===== config.mk =====
export PLATFORM = sky130hd
export DESIGN_NAME = buck_enable_fault_supervisor
export DESIGN_NICKNAME = d
export VERILOG_FILES = /design/src/core/buck_sup_pkg.sv /design/src/core/ref_stepper.sv /design/src/core/buck_enable_fault_supervisor.sv
export SDC_FILE = /design/constraint.sdc
export NUM_CORES = 1
export LEC_CHECK = 0
export BUFFER_PORTS_ARGS = -buffer_cell sky130_fd_sc_hd__buf_2
export CAP_MARGIN = 20
export CORE_ASPECT_RATIO = 1.2
export CORE_MARGIN = 4
export CORE_UTILIZATION = 35
export DETAILED_ROUTE_END_ITERATION = 10
export PLACE_DENSITY_LB_ADDON = 0.25
export SETUP_SLACK_MARGIN = 0.1
export SYNTH_ARGS = -nofsm -noshare
export SYNTH_HDL_FRONTEND = slang
export SYNTH_SLANG_ARGS = --single-unit

===== constraint.sdc =====
create_clock -name clk -period 4 [get_ports clk]
set_input_delay 0.2 -clock clk [delete_from_list [all_inputs] [get_ports clk]]
set_output_delay 0.2 -clock clk [all_outputs]
set_load 0.01 [all_outputs]

===== src/core/buck_sup_pkg.sv =====
// Shared constants and types for the converter enable and fault supervisor.
package buck_sup_pkg;

   localparam logic [7:0] OFS_STATUS = 8'h01;
   localparam logic [7:0] OFS_EN_HIGH = 8'h10;
   localparam logic [7:0] OFS_EN_LOW = 8'h11;
   localparam logic [7:0] OFS_ILIM = 8'h16;
   localparam logic [7:0] OFS_FLAGS = 8'h18;

   localparam int unsigned STAT_GOOD_BIT = 0;
   localparam int unsigned STAT_REG_BIT = 1;
   localparam int unsigned STAT_UV_BIT = 2;
   localparam int unsigned STAT_OT_BIT = 3;
   localparam int unsigned EN_BIT = 0;
   localparam int unsigned FLAG_LOCKOUT_BIT = 0;
   localparam int unsigned FLAG_SHORT_BIT = 1;
   localparam int unsigned FLAG_OC_BIT = 2;

   localparam logic [7:0] EN_RESET = 8'h01;
   localparam logic [7:0] ILIM_RESET = 8'h03;
   localparam logic [2:0] FLAGS_RESET = 3'h0;

   localparam int unsigned CLK_PERIOD_NS = 20;
   localparam int unsigned RAMP_STEP_US = 10;
   localparam int unsigned RAMP_STEP_CYC = RAMP_STEP_US * 1000 / CLK_PERIOD_NS;
   localparam int unsigned RAMP_STEP_MV = 3;
   localparam int unsigned SOFTSTART_US = 420;
   localparam int unsigned SOFTSTART_CYC = SOFTSTART_US * 1000 / CLK_PERIOD_NS;

   // Analog comparator and pin levels, all from outside the clock domain.
   typedef struct packed {
      logic en_pin;
      logic preset_select_pin;
      logic pvin_rise;
      logic pvin_fall;
      logic vout_good;
      logic vout_under;
      logic hs_over_limit;
      logic over_temp;
      logic temp_below_fall;
   } sense_t;

   typedef struct packed {
      logic [1:0] bank;
      logic [15:0] target_mv;
   } preset_t;

   typedef enum logic [4:0] {
      ST_OFF = 5'h01,
      ST_SOFT = 5'h02,
      ST_RUN = 5'h04,
      ST_UV_LATCH = 5'h08,
      ST_OT_LATCH = 5'h10
   } conv_state_t;

endpackage


===== src/core/ref_stepper.sv =====
// Output reference that steps toward its target or jumps to it.
`timescale 1ns/10ps
`default_nettype none
module ref_stepper #(
   parameter int unsigned W = 16,
   parameter logic [15:0] STEP = 16'h0003
) (
   input wire logic clk,
   input wire logic arst_n,
   input wire logic tick,
   input wire logic jump,
   input wire logic [W-1:0] target,
   output logic [W-1:0] ref_level,
   output logic settled
);

   logic [W-1:0] step;
   assign step = STEP[W-1:0];
   assign settled = (ref_level == target);

   always_ff @(posedge clk or negedge arst_n) begin
      if (!arst_n) begin
         ref_level <= '0;
      end else if (jump) begin
         ref_level <= target; // RULE3
      end else if (tick && ref_level != target) begin
         if (target > ref_level) begin
            ref_level <= (target - ref_level > step) ?
               ref_level + step : target; // RULE2
         end else begin
            ref_level <= (ref_level - target > step) ?
               ref_level - step : target; // RULE2
         end
      end
   end
endmodule
`default_nettype wire


===== src/core/buck_enable_fault_supervisor.sv =====
// Enable, soft start, protection latches and register file of the converter.
// Function
// RULE1 - Enable bit at preset_high_enable_ctrl serves select pin high, bit at preset_low_enable_ctrl serves low.
// RULE2 - On a setting change the reference moves 3 mV every 10 us.
// RULE3 - Steps only within one bank; a bank change loads the target at once.
// RULE4 - Whenever the converter is off, the output discharge path is on.
// RULE5 - Register power_good_status shows output good while output is above its threshold.
// RULE6 - Soft start once input reaches 2.4 V; shut down at 2.3 V.
// RULE7 - Input lockout is recorded in a sticky flag at fault_event_flags.
// RULE8 - Output below half target after soft start latches regulation off.
// RULE9 - Output latch freed by input loss, pin toggle or enable bit toggle.
// RULE10 - Output undervoltage is recorded in a sticky flag at fault_event_flags.
// RULE11 - High-side current over limit holds off the next on pulse.
// RULE12 - Overcurrent is recorded in a sticky flag at fault_event_flags.
// RULE13 - Current limit level comes from bits 1:0 of register current_limit_ctrl.
// RULE14 - Over-temperature latches regulation off until temperature falls.
// RULE15 - A cleared selected enable bit keeps the converter off.
// RULE16 - Select pin chooses one of two presets with no added latency; the code passes the pin through two flops first.
// RULE17 - Event flags stay set; host clears one by writing one to it.
`timescale 1ns/10ps
`default_nettype none
module buck_enable_fault_supervisor #(
   parameter int unsigned SOFTSTART_CYC = buck_sup_pkg::SOFTSTART_CYC
) (
   input wire logic clk,
   input wire logic arst_n,
   input wire buck_sup_pkg::sense_t sense,
   input wire buck_sup_pkg::preset_t preset_high,
   input wire buck_sup_pkg::preset_t preset_low,
   input wire logic reg_wr,
   input wire logic reg_rd,
   input wire logic [7:0] reg_addr,
   input wire logic [7:0] reg_wdata,
   output logic [7:0] reg_rdata,
   output logic conv_enable,
   output logic softstart_active,
   output logic discharge_on,
   output logic pulse_hold,
   output logic [1:0] current_limit_level,
   output logic [15:0] ref_level,
   output logic ref_settled
);

   localparam int unsigned SS_W = $clog2(SOFTSTART_CYC + 1);
   localparam int unsigned TK_W = $clog2(buck_sup_pkg::RAMP_STEP_CYC + 1);
   localparam logic [SS_W-1:0] SS_LAST = SS_W'(SOFTSTART_CYC - 1);
   localparam logic [TK_W-1:0] TK_LAST =
      TK_W'(buck_sup_pkg::RAMP_STEP_CYC - 1);

   function automatic logic hit(input logic [7:0] addr,
                                input logic [7:0] ofs);
      hit = (addr == ofs);
   endfunction

   buck_sup_pkg::sense_t sense_meta;
   buck_sup_pkg::sense_t s;
   buck_sup_pkg::conv_state_t state;
   buck_sup_pkg::conv_state_t next_state;
   buck_sup_pkg::preset_t sel;
   logic [7:0] en_high;
   logic [7:0] en_low;
   logic [7:0] ilim;
   logic [2:0] flags;
   logic [2:0] flag_set;
   logic [2:0] flag_clr;
   logic [7:0] status;
   logic [SS_W-1:0] ss_cnt;
   logic [TK_W-1:0] tk_cnt;
   logic tick;
   logic pvin_ok;
   logic sel_enable;
   logic enable_req;
   logic regulating;
   logic oc_prev;
   logic [1:0] bank_now;
   logic ramp_jump;

   // Every pin and comparator level passes two flops before use.
   always_ff @(posedge clk or negedge arst_n) begin
      if (!arst_n) begin
         sense_meta <= '0;
         s <= '0;
      end else begin
         sense_meta <= sense;
         s <= sense_meta;
      end
   end

   assign sel = s.preset_select_pin ? preset_high : preset_low; // RULE16
   assign sel_enable = s.preset_select_pin ?
                       en_high[buck_sup_pkg::EN_BIT] :
                       en_low[buck_sup_pkg::EN_BIT]; // RULE1
   assign enable_req = s.en_pin && sel_enable && pvin_ok; // RULE15
   assign regulating = (state == buck_sup_pkg::ST_SOFT) ||
                       (state == buck_sup_pkg::ST_RUN);

   // Input lockout with hysteresis between the two comparator levels.
   always_ff @(posedge clk or negedge arst_n) begin
      if (!arst_n) begin
         pvin_ok <= 1'b0;
      end else if (s.pvin_fall) begin
         pvin_ok <= 1'b0; // RULE6
      end else if (s.pvin_rise) begin
         pvin_ok <= 1'b1; // RULE6
      end
   end

   // Over-temperature wins over everything; dropping the enable request is
   // the only other way out of the undervoltage latch.
   always_comb begin
      next_state = state;
      case (state)
         buck_sup_pkg::ST_OFF: begin
            if (s.over_temp) begin
               next_state = buck_sup_pkg::ST_OT_LATCH;
            end else if (enable_req) begin
               next_state = buck_sup_pkg::ST_SOFT; // RULE6
            end
         end
         buck_sup_pkg::ST_SOFT: begin
            if (s.over_temp) begin
               next_state = buck_sup_pkg::ST_OT_LATCH;
            end else if (!enable_req) begin
               next_state = buck_sup_pkg::ST_OFF;
            end else if (ss_cnt == SS_LAST) begin
               next_state = buck_sup_pkg::ST_RUN;
            end
         end
         buck_sup_pkg::ST_RUN: begin
            if (s.over_temp) begin
               next_state = buck_sup_pkg::ST_OT_LATCH; // RULE14
            end else if (!enable_req) begin
               next_state = buck_sup_pkg::ST_OFF; // RULE6
            end else if (s.vout_under) begin
               next_state = buck_sup_pkg::ST_UV_LATCH; // RULE8
            end
         end
         buck_sup_pkg::ST_UV_LATCH: begin
            if (s.over_temp) begin
               next_state = buck_sup_pkg::ST_OT_LATCH;
            end else if (!enable_req) begin
               next_state = buck_sup_pkg::ST_OFF; // RULE9
            end
         end
         buck_sup_pkg::ST_OT_LATCH: begin
            if (s.temp_below_fall && !s.over_temp) begin
               next_state = buck_sup_pkg::ST_OFF; // RULE14
            end
         end
         default: next_state = buck_sup_pkg::ST_OFF;
      endcase
   end

   always_ff @(posedge clk or negedge arst_n) begin
      if (!arst_n) begin
         state <= buck_sup_pkg::ST_OFF;
      end else begin
         state <= next_state;
      end
   end

   always_ff @(posedge clk or negedge arst_n) begin
      if (!arst_n) begin
         ss_cnt <= '0;
      end else if (state != buck_sup_pkg::ST_SOFT) begin
         ss_cnt <= '0;
      end else if (ss_cnt != SS_LAST) begin
         ss_cnt <= ss_cnt + 1'b1;
      end
   end

   always_ff @(posedge clk or negedge arst_n) begin
      if (!arst_n) begin
         conv_enable <= 1'b0;
         softstart_active <= 1'b0;
         discharge_on <= 1'b1;
      end else begin
         conv_enable <= (next_state == buck_sup_pkg::ST_SOFT) ||
                        (next_state == buck_sup_pkg::ST_RUN);
         softstart_active <= (next_state == buck_sup_pkg::ST_SOFT);
         discharge_on <= (next_state != buck_sup_pkg::ST_SOFT) &&
                         (next_state != buck_sup_pkg::ST_RUN); // RULE4
      end
   end

   // Cycle-by-cycle limit: the hold follows the comparator while switching.
   always_ff @(posedge clk or negedge arst_n) begin
      if (!arst_n) begin
         pulse_hold <= 1'b0;
         oc_prev <= 1'b0;
      end else begin
         pulse_hold <= regulating && s.hs_over_limit; // RULE11
         oc_prev <= s.hs_over_limit;
      end
   end

   // Ramp tick divider, one pulse every step interval.
   always_ff @(posedge clk or negedge arst_n) begin
      if (!arst_n) begin
         tk_cnt <= '0;
      end else if (tk_cnt == TK_LAST) begin
         tk_cnt <= '0;
      end else begin
         tk_cnt <= tk_cnt + 1'b1;
      end
   end
   assign tick = (tk_cnt == TK_LAST);

   always_ff @(posedge clk or negedge arst_n) begin
      if (!arst_n) begin
         bank_now <= 2'h0;
      end else begin
         bank_now <= sel.bank;
      end
   end
   // Off or across banks the reference loads directly; no ramp is attempted.
   assign ramp_jump = !regulating || (sel.bank != bank_now); // RULE3

   ref_stepper #(
      .W(16),
      .STEP(16'(buck_sup_pkg::RAMP_STEP_MV))
   ) u_ref (
      .clk(clk),
      .arst_n(arst_n),
      .tick(tick),
      .jump(ramp_jump),
      .target(sel.target_mv),
      .ref_level(ref_level),
      .settled(ref_settled)
   ); // RULE2

   // Control registers.
   always_ff @(posedge clk or negedge arst_n) begin
      if (!arst_n) begin
         en_high <= buck_sup_pkg::EN_RESET;
         en_low <= buck_sup_pkg::EN_RESET;
         ilim <= buck_sup_pkg::ILIM_RESET;
      end else if (reg_wr) begin
         if (hit(reg_addr, buck_sup_pkg::OFS_EN_HIGH)) begin
            en_high <= reg_wdata; // RULE1
         end
         if (hit(reg_addr, buck_sup_pkg::OFS_EN_LOW)) begin
            en_low <= reg_wdata; // RULE1
         end
         if (hit(reg_addr, buck_sup_pkg::OFS_ILIM)) begin
            ilim <= reg_wdata;
         end
      end
   end
   assign current_limit_level = ilim[1:0]; // RULE13

   // Sticky event flags; a new event in the clearing cycle keeps the flag.
   always_comb begin
      flag_set = 3'h0;
      flag_set[buck_sup_pkg::FLAG_LOCKOUT_BIT] =
         pvin_ok && s.pvin_fall; // RULE7
      flag_set[buck_sup_pkg::FLAG_SHORT_BIT] =
         (state == buck_sup_pkg::ST_RUN) && enable_req && !s.over_temp &&
         s.vout_under; // RULE10
      flag_set[buck_sup_pkg::FLAG_OC_BIT] =
         regulating && s.hs_over_limit && !oc_prev; // RULE12
      flag_clr = (reg_wr && hit(reg_addr, buck_sup_pkg::OFS_FLAGS)) ?
                 reg_wdata[2:0] : 3'h0;
   end

   always_ff @(posedge clk or negedge arst_n) begin
      if (!arst_n) begin
         flags <= buck_sup_pkg::FLAGS_RESET;
      end else begin
         flags <= (flags & ~flag_clr) | flag_set; // RULE17
      end
   end

   always_comb begin
      status = 8'h00;
      status[buck_sup_pkg::STAT_GOOD_BIT] = s.vout_good; // RULE5
      status[buck_sup_pkg::STAT_REG_BIT] = regulating;
      status[buck_sup_pkg::STAT_UV_BIT] = (state == buck_sup_pkg::ST_UV_LATCH);
      status[buck_sup_pkg::STAT_OT_BIT] = (state == buck_sup_pkg::ST_OT_LATCH);
   end

   // Read data is registered one cycle after the read strobe.
   always_ff @(posedge clk or negedge arst_n) begin
      if (!arst_n) begin
         reg_rdata <= 8'h00;
      end else if (reg_rd) begin
         if (hit(reg_addr, buck_sup_pkg::OFS_STATUS)) begin
            reg_rdata <= status; // RULE5
         end else if (hit(reg_addr, buck_sup_pkg::OFS_EN_HIGH)) begin
            reg_rdata <= en_high;
         end else if (hit(reg_addr, buck_sup_pkg::OFS_EN_LOW)) begin
            reg_rdata <= en_low;
         end else if (hit(reg_addr, buck_sup_pkg::OFS_ILIM)) begin
            reg_rdata <= ilim;
         end else if (hit(reg_addr, buck_sup_pkg::OFS_FLAGS)) begin
            reg_rdata <= {5'h00, flags};
         end else begin
            reg_rdata <= 8'h00;
         end
      end
   end
endmodule
`default_nettype wire


Word-level counts from Yosys, hierarchy flattened
Cells that the tools add are included.
{"block": "word_totals", "register_bits": 106, "word_cells": 121}
{"block": "classes", "add_sub_neg": 6, "order_cmp": 3, "eq_ne": 21, "n_mux": 30, "bitwise": 3, "n_reduce_logical": 24}
{"op": "2-to-1 mux 16 bit", "n": 5}
{"op": "2-to-1 mux 5 bit", "n": 11}
{"op": "== test 8 x 5 -> 1 bit (second input constant)", "n": 4}
{"op": "greater-than comparator 16 x 2 -> 1 bit (second input constant)", "n": 2}
{"op": "2-to-1 mux 8 bit", "n": 4}
{"op": "subtractor 16 bit", "n": 2}
{"op": "2-to-1 mux 15 bit", "n": 2}
{"op": "one-hot mux 5 bit (5 select lines)", "n": 1}
{"op": "2-to-1 mux 18 bit", "n": 1}
{"op": "adder 16 x 2 -> 16 bit (second input constant)", "n": 1}
{"op": "== test 16 bit", "n": 1}
{"op": "greater-than comparator 16 bit", "n": 1}
{"op": "inequality test 16 bit", "n": 1}
{"op": "subtractor 16 x 2 -> 16 bit (second input constant)", "n": 1}
{"op": "adder 15 x 1 -> 15 bit (second input constant)", "n": 1}
{"op": "== test 15 bit (second input constant)", "n": 1}
{"op": "inequality test 15 bit (second input constant)", "n": 1}
{"op": "logical AND 1 bit", "n": 12}
{"op": "== test 5 x 2 -> 1 bit (second input constant)", "n": 2}
{"op": "== test 5 x 3 -> 1 bit (second input constant)", "n": 2}
{"op": "inequality test 5 x 2 -> 1 bit (second input constant)", "n": 2}
{"op": "adder 9 x 1 -> 9 bit (second input constant)", "n": 1}
{"op": "== test 9 bit (second input constant)", "n": 1}
{"op": "2-to-1 mux 9 bit", "n": 1}
{"op": "15 further kinds", "n": 26}

Depth between registers and ports, before layout
Gate-level depths: netlist of the first run.
{"block": "depth", "depth_word": 8, "mapped_depth": 18}

Cells and area by module
From an unflattened synthesis of the first run, not the netlist that was laid out.
{"block": "unflattened", "cells_unflattened": 821, "hier_area_um2": 7439.6}
{"mod": "buck_enable_fault_supervisor", "n_inst": 1, "cells_per_inst": 347, "area_per_inst_um2": 4082.7, "seq_area_each_um2": 2259.7}
{"mod": "ref_stepper", "n_inst": 1, "cells_per_inst": 474, "area_per_inst_um2": 3357.0, "seq_area_each_um2": 400.4}

Worst setup path after synthesis of the first run
Ideal clock, no wire load.
{"block": "synth_timing", "path_type": "register to register", "start": "register s[7] (netlist bit)", "end": "register u_ref.ref_level[5]", "arrival_ns": 4.001, "required_time_ns": 3.906, "slack_ns": -0.095, "path_stages_with_launch": 17, "path_buffers": 3, "synth_period_minus_slack_ns": 4.095, "path_cell_list": "dfrtp_1 -> clkbuf_1 -> buf_6 -> mux2i_1 -> inv_1 -> ha_1 -> buf_6 -> and3b_1 -> a2111o_1 -> nor4_2 -> o2111ai_1 -> nor4_2 -> o2111a_2 -> nor2_4 -> a221o_1 -> and3_1 -> a221oi_2"}
{"block": "synth_between", "elab_chain_len": 7}
{"item": "start: declaration", "line_no": "buck_enable_fault_supervisor.sv:56", "rtl": "buck_sup_pkg::sense_t s;"}
{"item": "start signal: assignment", "line_no": "buck_enable_fault_supervisor.sv:85", "rtl": "s <= sense_meta;"}
{"item": "2-to-1 mux 18 bit (*)", "line_no": "buck_enable_fault_supervisor.sv:89", "rtl": "assign sel = s.preset_select_pin ? preset_high : preset_low;"}
{"item": "subtractor 16 bit (on tied branches)", "line_no": "ref_stepper.sv:31, ref_stepper.sv:28"}
{"item": "greater-than comparator 16 x 2 -> 1 bit (on tied branches)", "line_no": "ref_stepper.sv:31, ref_stepper.sv:28"}
{"item": "2-to-1 mux 16 bit (on tied branches)", "line_no": "ref_stepper.sv:31, ref_stepper.sv:28"}
{"item": "2-to-1 mux 16 bit", "line_no": "ref_stepper.sv:27", "rtl": "if (target > ref_level) begin"}
{"item": "2-to-1 mux 16 bit", "line_no": "ref_stepper.sv:26", "rtl": "end else if (tick && ref_level != target) begin"}
{"item": "2-to-1 mux 16 bit", "line_no": "ref_stepper.sv:24", "rtl": "end else if (jump) begin"}
{"item": "end signal: assignment", "line_no": "ref_stepper.sv:25", "rtl": "ref_level <= target;"}
{"item": "end signal: assignment", "line_no": "ref_stepper.sv:28", "rtl": "ref_level <= (target - ref_level > step) ?"}
{"item": "end signal: assignment", "line_no": "ref_stepper.sv:31", "rtl": "ref_level <= (ref_level - target > step) ?"}
{"item": "end: declaration", "line_no": "ref_stepper.sv:13", "rtl": "output logic [W-1:0] ref_level,"}
Every way passes the cells marked *; elsewhere a longest branch is shown, timed or not. The select of a mux whose other input is x is not followed.
A chain may end at the register's enable or synchronous reset.

Worst setup path in the final report of the first run
Same ends and word-level chain as after synthesis.

==> impl_metrics.json, run 1 <==
{
  "placed_cell_area_mm2": 0.00862,
  "worstReg2RegEnd": "u_ref.ref_level[5]",
  "yosysUniqueCellTypes": 90,
  "drt_iter0_drc": 462,
  "finalSetupViolCount": 0,
  "power_switching_w": 0.00110,
  "synth_seq_area_share": 0.363,
  "clkPwrFrac": 0.269,
  "tightest_slew_ps": 785,
  "avgSynthCellArea_um2": 9.10,
  "synth_top_area_frac": 0.342,
  "antenna_cells": 0,
  "vias_per_cell": 5.48,
  "synthFlopType": "dfrtp_1",
  "p_sw_frac": 0.344,
  "io_buffer_count": 95,
  "fmaxAchievable_mhz": 255,
  "dr.pass1.iters": 5,
  "synth_area_leaders": "dfrtp_1 (34%), ha_1 (6.2%), a21oi_1 (4.1%)",
  "num_rows": 57,
  "final_cell_area_mm2": 0.00958,
  "cts_buffer_depth": 2,
  "cp_cell_sequence": "buf_12 -> mux2i_2 -> inv_1 -> ha_2 -> buf_4 -> nand3_1 -> a21oi_2 -> nor3_2 -> xnor2_1 -> or4_4 -> nor4_4 -> a21o_1 -> buf_6 -> o221ai_1 -> and3_1 -> a221oi_2",
  "tritoncts": "done",
  "regArea_mm2": 0.00266,
  "worstPathArrival_ps": 4170,
  "wl_per_cell_um": 17.7,
  "synth_edf_count": 0,
  "clk_latency_ps": 350,
  "overflow": 0,
  "start_kind": "flop",
  "p_comb_frac": 0.360,
  "synthCells": 805,
  "finalCritPeriodShare": 0.979,
  "critPathLaunch": "s[7]",
  "layout_min_cycle_time_ps": 3920,
  "hold_viol_final": 0,
  "cts_root_buffer": "clkbuf_16",
  "initial_utilization": 0.359,
  "fin_setup_tns_ps": 0,
  "gp_congestion": 0.909,
  "yosysWarnings": 0,
  "drv_cap": 0,
  "slowest_delay_ps": 540,
  "clk_pin_slew_worst_paths_ps": 80,
  "die_h_um": 166,
  "area_delta_synth_final_pct": 30.8,
  "dieArea_mm2": 0.0233,
  "ctsHtreeMaxLevel": 3,
  "yosysMostFrequentCell": "dfrtp_1",
  "p_leak_nw": 4.27,
  "drive_gt1_frac": 0.330,
  "fin_skew_ps": 11.7,
  "hpwl_um": 17200,
  "grt_pass1_wl_um": 34900,
  "min_path_type": "primary input to flop",
  "final_antenna_net_count": 0,
  "power.internal_w": 0.00210,
  "r2r_cells": 16,
  "r2r-start": "s[7]",
  "pwr_density_cell_mw_per_mm2": 334,
  "finalPower_w": 0.00320,
  "postSynth.asyncResetShare": 1.00,
  "nNetsFinal": 1103,
  "synth_nets": 908,
  "slew_viol_final": 0,
  "dieWidth_um": 140,
  "drt_wl_total_um": 22500,
  "syn-cell-area_mm2": 0.00732,
  "synthTopCellsByCount": "dfrtp_1 (100), a21oi_1 (60), nand2_1 (60)",
  "critPathSlowestCell": "or4_4",
  "crit_fanout": 8,
  "rsz0062_at_grt": "true",
  "critPathCaptureType": "flop",
  "critPathKind": "flop to flop",
  "vias": 6965,
  "multi_input_area_mm2": 0.00461,
  "slew_headroom": 0.475,
  "ys_ff_latch": 106,
  "ir_drop_mv": 0.271,
  "grt_pass1_vias": 6636,
  "status": "complete, no violations",
  "grt_max_degree": 82,
  "synth_top_area_cell": "dfrtp_1",
  "seqPwrFrac": 0.371,
  "required_ps": 4260,
  "numCtsBuffers": 9,
  "reg2reg_slack_ps": 80,
  "crit_path_end": "u_ref.ref_level[5]",
  "grt_usage": 0.185,
  "drc": 0,
  "io-pin-count": 96,
  "coreArea_mm2": 0.0204,
  "antenna_found_initial": 0,
  "fillCellCount": 2016,
  "finalHoldWorstSlack_ps": 107,
  "clock-sinks": 106
}
## power groups by stage
stage               sequential (W)  combinational (W)  clock [W]
CTS                        0.00119            0.00105   0.000888
global placement           0.00121            0.00100          0
floorplan                  0.00121           0.000609          0
finish                     0.00119            0.00115   0.000860
detailed placement         0.00121            0.00101          0
global route               0.00120            0.00125   0.000935
## placed cells by master (no fill, tap or decap), types with 7 or more instances in the layout
| master | instances |
|---|---|
| a21o_1 | 7 |
| a21oi_1 | 54 |
| a222oi_1 | 9 |
| a22o_1 | 9 |
| a31oi_1 | 11 |
| and3_1 | 14 |
| buf_2 | 94 |
| buf_4 | 99 |
| buf_6 | 11 |
| clkbuf_16 | 9 |
| dfrtp_1 | 100 |
| dlygate4sd3_1 | 10 |
| ha_1 | 25 |
| ha_4 | 7 |
| inv_1 | 45 |
| mux2_2 | 22 |
| mux2i_1 | 9 |
| nand2_1 | 59 |
| nand3_1 | 34 |
| nand4_1 | 11 |
| nor2_1 | 57 |
| nor2b_1 | 8 |
| nor3_1 | 16 |
| o211ai_1 | 16 |
| o21ai_0 | 44 |
| or3_1 | 10 |
| xnor2_1 | 19 |
| xor2_1 | 14 |
## what timing repair did
item / in CTS / in global routing
hold buffers: 9 / 1
gates resized for setup: 27 / 66
pin swaps: 11 / 30
setup buffers: 6 / 12
hold endpoints to repair: 9 / 75
setup endpoints to repair: 16 / 16
## flip-flops by register name, summed over array words and instances (netlist names), 2 cells and up
register,flops
u_ref.ref_level,16
ss_cnt,15
s,9
sense_meta,9
tk_cnt,9
en_high,8
en_low,8
ilim,8
reg_rdata,8
state,5
flags,3
bank_now,2
## per-stage QoR
| step | cells | util | setup WS [ps] |
|---|---|---|---|
| CTS | 1256 | 0.448 | 97.9 |
| floorplan | 805 | - | 103 |
| finish | 1270 | 0.470 | 83.4 |
| detailed placement | 1225 | 0.422 | -235 |
| global route | 1270 | 0.470 | -129 |
| global placement | 1225 | 0.422 | -180 |
## worst min path at each step
stage	start	to	slack (ps)	cells after the start
after CTS	arst_n	en_low[5]	60	1
after detailed placement	sense[2]	sense_meta[2]	310	1
after global placement	sense[2]	sense_meta[2]	310	1
after global routing	reg_wdata[6]	ilim[6]	100	2
final	reg_wdata[6]	ilim[6]	110	2
after floorplan	arst_n	bank_now[0]	-100	0
## cell type report
class                   instances  share of cell area
repair buffers                217               0.157
clock buffers                  10              0.0239
inverters                      50              0.0199
flip-flops and latches        106               0.278
multi-input cells             616               0.481
well taps                     265              0.0346
clock inverters                 6             0.00575
## metal layers
layer / share of wire / track usage / vias to the layer above
met1: 0.43 / 0.246 / 3326
met3: 0.052 / 0.0227 / 37
met4: 0.024 / 0.0624 / 0
met5: 0 / 0 / -
met2: 0.49 / 0.311 / 236
li1: - / - / 3366
## worst max-delay path, delay by kind of cell (launching register included)
family                     cells  cell delay (ps)
buffers and inverters          4              590
AOI/OAI and AO/OA              4              740
DFF                            1              430
muxes                          1              230
and+or+nand+nor                5             1290
xor gates and xnor gates       1              140
adders and majority gates      1              390
## cell families (layout without fill, tap and decap cells)
group                      after synthesis  in the layout  synth area share
and+or+nand+nor                        263            263             0.187
AOI/OAI and AO/OA                      242            242             0.225
DFF                                    106            106             0.363
adders and majority gates               38             38            0.0670
muxes                                   40             40            0.0607
buffers and inverters                   83            283            0.0571
xor gates and xnor gates                33             33            0.0395
No activity file was read; power rests on OpenSTA's default activity.
==> run 2, diff against run 1 <==
Settings changed: CORE_MARGIN 4 to 10.
==> impl_metrics.json, run 2 (same netlist as run 1, synthesis figures left out) <==
{
  "clock-sinks": 106,
  "slew_headroom": 0.475,
  "antenna_found_initial": 0,
  "numCtsBuffers": 9,
  "coreArea_mm2": 0.0204,
  "pwr_density_cell_mw_per_mm2": 337,
  "drc": 0,
  "nNetsFinal": 1107,
  "tightest_slew_ps": 785,
  "io_buffer_count": 95,
  "layout_common_cells": "buf_4 (106), dfrtp_1 (99), buf_2 (94)",
  "wl_per_cell_um": 18.4,
  "num_rows": 57,
  "final_antenna_net_count": 0,
  "clk_pin_slew_worst_paths_ps": 70,
  "tritoncts": "done",
  "fin_util": 0.473,
  "start_kind": "flop",
  "drive_gt1_frac": 0.348,
  "clk_latency_ps": 350,
  "drt_wl_total_um": 23500,
  "fmaxAchievable_mhz": 253,
  "initial_utilization": 0.359,
  "gp_congestion": 0.943,
  "finalSetupViolCount": 0,
  "fin_ws_ps": 44.4,
  "vias": 6985,
  "crit_fanout": 7,
  "slowest_delay_ps": 430,
  "grt_max_degree": 57,
  "cts_buffer_depth": 2,
  "hold_viol_final": 0,
  "vias_per_cell": 5.48,
  "dieArea_mm2": 0.0271,
  "grt_usage": 0.161,
  "placed_cell_area_mm2": 0.00859,
  "crit_top_cell": "nor4_4",
  "p_leak_nw": 4.28,
  "die_h_um": 178,
  "antenna_cells": 0,
  "critPathKind": "flop to flop",
  "area_delta_synth_final_pct": 31.8,
  "worstPathArrival_ps": 4210,
  "fin_skew_ps": 5.94,
  "overflow": 0,
  "finalCritPeriodShare": 0.989,
  "largest_reg_flops": 16,
  "grt_pass1_vias": 6903,
  "layout_min_cycle_time_ps": 3960,
  "io-pin-count": 96,
  "required_ps": 4260,
  "cp_cell_sequence": "buf_12 -> buf_4 -> mux2i_4 -> inv_2 -> ha_4 -> and3b_1 -> a2111o_1 -> nor4_4 -> o2111ai_2 -> nor4_4 -> o2111a_2 -> nor2_4 -> a221o_1 -> and3_1 -> a221oi_2",
  "drt_iter0_drc": 453,
  "grt_pass1_wl_um": 36100,
  "final_cell_area_mm2": 0.00966,
  "hpwl_um": 17800,
  "critPathCaptureType": "flop",
  "critPathSlowestCell": "a2111o_1",
  "dieWidth_um": 152,
  "drv_cap": 0,
  "cts_root_buffer": "clkbuf_16",
  "status": "complete, no violations",
  "min_path_type": "primary input to flop",
  "dr.pass1.iters": 5,
  "largestRegisters": "u_ref.ref_level: 16 flops, ss_cnt: 15 flops",
  "ir_drop_mv": 0.296,
  "finalPower_w": 0.00326,
  "ctsHtreeMaxLevel": 3,
  "slew_viol_final": 0,
  "largest-register": "u_ref.ref_level",
  "pre_cts_ws_ps": -98.9,
  "final_common_cell": "buf_4",
  "fillCellCount": 1991,
  "rsz0062_at_grt": "true",
  "fin_setup_tns_ps": 0
}
run 2: metal layers:
metal  global-route usage  vias up  part of all wire
li1                     -     3369                 -
met1                0.199     3359              0.43
met2                0.282      235              0.50
met3               0.0241       22             0.055
met4               0.0490        0             0.015
met5                    0        -                 0
run 2: worst max-delay path: cells and delay by family (launching register included):
| family | cells | cell delay, ps |
|---|---|---|
| buffers and inverters | 3 | 350 |
| flip-flops | 1 | 410 |
| AO/OA/AOI/OAI | 5 | 1420 |
| adder cells (fa/ha/maj) | 1 | 300 |
| multiplexers | 1 | 220 |
| AND/OR/NAND/NOR | 5 | 1150 |
run 2: layout make-up:
type / instances / area [µm²] / share of cell area
timing repair buffer: 220 / 1480 / 0.154
inverter: 50 / 190 / 0.0197
clock inverter: 6 / 60.1 / 0.00622
sequential: 106 / 2660 / 0.276
clock buffer: 10 / 239 / 0.0248
tap: 265 / 332 / 0.0343
multi-input combinational: 617 / 4690 / 0.486
run 2: through the flow:
stage | std cells | hold WS [ps]
2_1_floorplan | 805 | -95.6
3_3_place_gp | 1222 | 298
3_5_place_dp | 1222 | 304
4_1_cts | 1251 | 94.2
5_1_grt | 1274 | 96.8
6_report | 1274 | 103
run 2: power breakdown:
part	internal, W	switching, W
Combinational	0.000541	0.000648
Clock	0.000453	0.000425
Sequential	0.00114	0.0000506
Total	0.00213	0.00112
run 2: path summary, 6_finish.rpt:
| kind | depth (start not counted) | to | from | slack (ps) |
|---|---|---|---|---|
| max in group asynchronous | 3 | state[0] | arst_n | 2670 |
| min reg2reg | 0 | s[2] | sense_meta[2] | 350 |
| min | 2 | en_low[5] | reg_wdata[5] | 100 |
| max | 15 | u_ref.ref_level[5] | s[7] | 40 |
| max reg2reg | 15 | u_ref.ref_level[5] | s[7] | 40 |
| min in group asynchronous | 2 | reg_rdata[6] | arst_n | 450 |
run 2: timing repair:
item                                    in CTS  in global routing
pin swaps                                    9                 39
hold endpoints to repair                    60                  0
gates cloned                                 1                  0
hold buffers                                10                  0
gates resized for setup                     25                 86
buffers inserted                             2                 25
endpoints found under the setup margin      15                 16
==> run 3, diff against run 2 <==
Settings changed: BUFFER_PORTS_ARGS -buffer_cell sky130_fd_sc_hd__buf_2 to unset, DONT_BUFFER_PORTS set to 1.
Clock period 4 ns to 4.9 ns, I/O delays scaled along.
==> impl_metrics.json, run 3 (same netlist as run 1, synthesis figures left out) <==
{
  "wl_met3_um": 1200,
  "final_cell_area_mm2": 0.00807,
  "largest-register": "u_ref.ref_level",
  "r2r_cells": 16,
  "drt_iter0_drc": 433,
  "cts_buffer_depth": 2,
  "ir_drop_mv": 0.224,
  "crit_path_end": "u_ref.ref_level[11]",
  "wl_per_cell_um": 20.1,
  "cts_root_buffer": "clkbuf_16",
  "pwr_density_cell_mw_per_mm2": 299,
  "fin_ws_ps": 426,
  "final_antenna_net_count": 0,
  "fin_skew_ps": 11.7,
  "dieArea_mm2": 0.0271,
  "clk_latency_ps": 350,
  "overflow": 0,
  "tightest_slew_ps": 766,
  "hp-start": "reg_wdata[4]",
  "slew_viol_final": 0,
  "r2r-start": "s[7]",
  "slew_headroom": 0.487,
  "reg2reg_slack_ps": 430,
  "initial_utilization": 0.359,
  "vias_per_cell": 5.75,
  "hpwl_um": 17000,
  "grt_max_degree": 107,
  "drc": 0,
  "final_common_cell": "dfrtp_1",
  "numCtsBuffers": 9,
  "largestRegisters": "u_ref.ref_level: 16 flops, ss_cnt: 15 flops",
  "min_path_type": "primary input to flop",
  "dieWidth_um": 152,
  "coreArea_mm2": 0.0204,
  "critPathLaunch": "s[7]",
  "grt_usage": 0.157,
  "critPathCaptureType": "flop",
  "critPathKind": "flop to flop",
  "placed_cell_area_mm2": 0.00760,
  "fin_setup_tns_ps": 0,
  "gp_congestion": 0.947,
  "crit_fanout": 11,
  "nNetsFinal": 921,
  "area_delta_synth_final_pct": 10.2,
  "fmaxAchievable_mhz": 223,
  "ctsHtreeMaxLevel": 3,
  "io-pin-count": 96,
  "drive_gt1_frac": 0.118,
  "hold_viol_final": 0,
  "vias": 6267,
  "placed_cells": 1060,
  "top_layer": "met4",
  "p_leak_nw": 3.44,
  "die_h_um": 178,
  "drt_wl_total_um": 21900,
  "status": "complete, no violations",
  "drv_cap": 0,
  "instances_no_fill": 1089,
  "tritoncts": "done",
  "clock-sinks": 106,
  "rsz0062_at_grt": "false",
  "dr.pass1.iters": 8,
  "worstPathArrival_ps": 4660,
  "grt_pass1_vias": 6283,
  "largest_reg_flops": 16,
  "io_buffer_count": 0,
  "pre_cts_ws_ps": 398,
  "antenna_found_initial": 0,
  "layout_common_cells": "dfrtp_1 (100), a21oi_1 (60), nand2_1 (60)",
  "start_kind": "flop",
  "finalSetupViolCount": 0,
  "required_ps": 5090,
  "wl_met2_um": 10800,
  "finalCritPeriodShare": 0.913,
  "met1_length_um": 9480,
  "layout_min_cycle_time_ps": 4470,
  "num_rows": 57,
  "worstReg2RegEnd": "u_ref.ref_level[11]",
  "grt_pass1_wl_um": 34700,
  "clk_pin_slew_worst_paths_ps": 80
}
[run 3: final cells by class]
| cell class | count | area, µm² |
|---|---|---|
| well taps | 265 | 332 |
| flip-flops and latches | 106 | 2660 |
| multi-input cells | 616 | 4260 |
| inverters | 50 | 190 |
| repair buffers | 35 | 310 |
| clock buffers | 10 | 229 |
| fillers | 2111 | 12300 |
| clock inverters | 6 | 83.8 |
| diodes | 1 | 2.50 |
[run 3: repair_timing]
action / CTS / global route
resized for setup: 0 / 5
endpoints found under the setup margin: 0 / 9
hold endpoints to repair: 123 / 0
buffers inserted: 0 / 0
hold buffers: 12 / 0
[run 3: metal layers]
| metal | track usage | vias to the layer above |
|---|---|---|
| met3 | 0.0270 | 25 |
| met4 | 0.0534 | 0 |
| li1 | - | 3002 |
| met2 | 0.271 | 192 |
| met1 | 0.194 | 3048 |
| met5 | 0 | - |
[run 3: power breakdown]
part	total, W	switching [W]	internal, W
registers	0.000986	0.0000542	0.000931
logic	0.000675	0.000415	0.000260
clock network	0.000750	0.000341	0.000409
[run 3: per-stage QoR]
stage / power (W) / utilization / hold WS, ps
floorplan: 0.00149 / - / -50.6
global placement: 0.00164 / 0.373 / -47.4
detailed placement: 0.00164 / 0.373 / -46.8
CTS: 0.00243 / 0.395 / 27.7
global route: 0.00255 / 0.395 / 23.9
finish: 0.00241 / 0.396 / 38.7
[run 3: worst min-delay path by stage]
stage / to / slack, ps / cells after the start
floorplan: bank_now[0] / -50 / 0
global placement: reg_rdata[6] / -50 / 0
detailed placement: reg_rdata[6] / -50 / 0
CTS: reg_rdata[6] / 30 / 2
global route: en_high[7] / 20 / 1
finish: en_low[4] / 40 / 1
[run 3: critical path: stages, from the launching register on]
cell and delay [ps]:
dfrtp_1 420, buf_4 270, mux2i_1 330, inv_1 150
ha_1 220, inv_1 70, fa_1 270, a21oi_1 110
o211ai_1 320, a21oi_1 170, xnor2_1 140, or4_1 570
nor4_4 320, and2_1 320, a21bo_2 380, a22o_1 190
a31oi_1 40
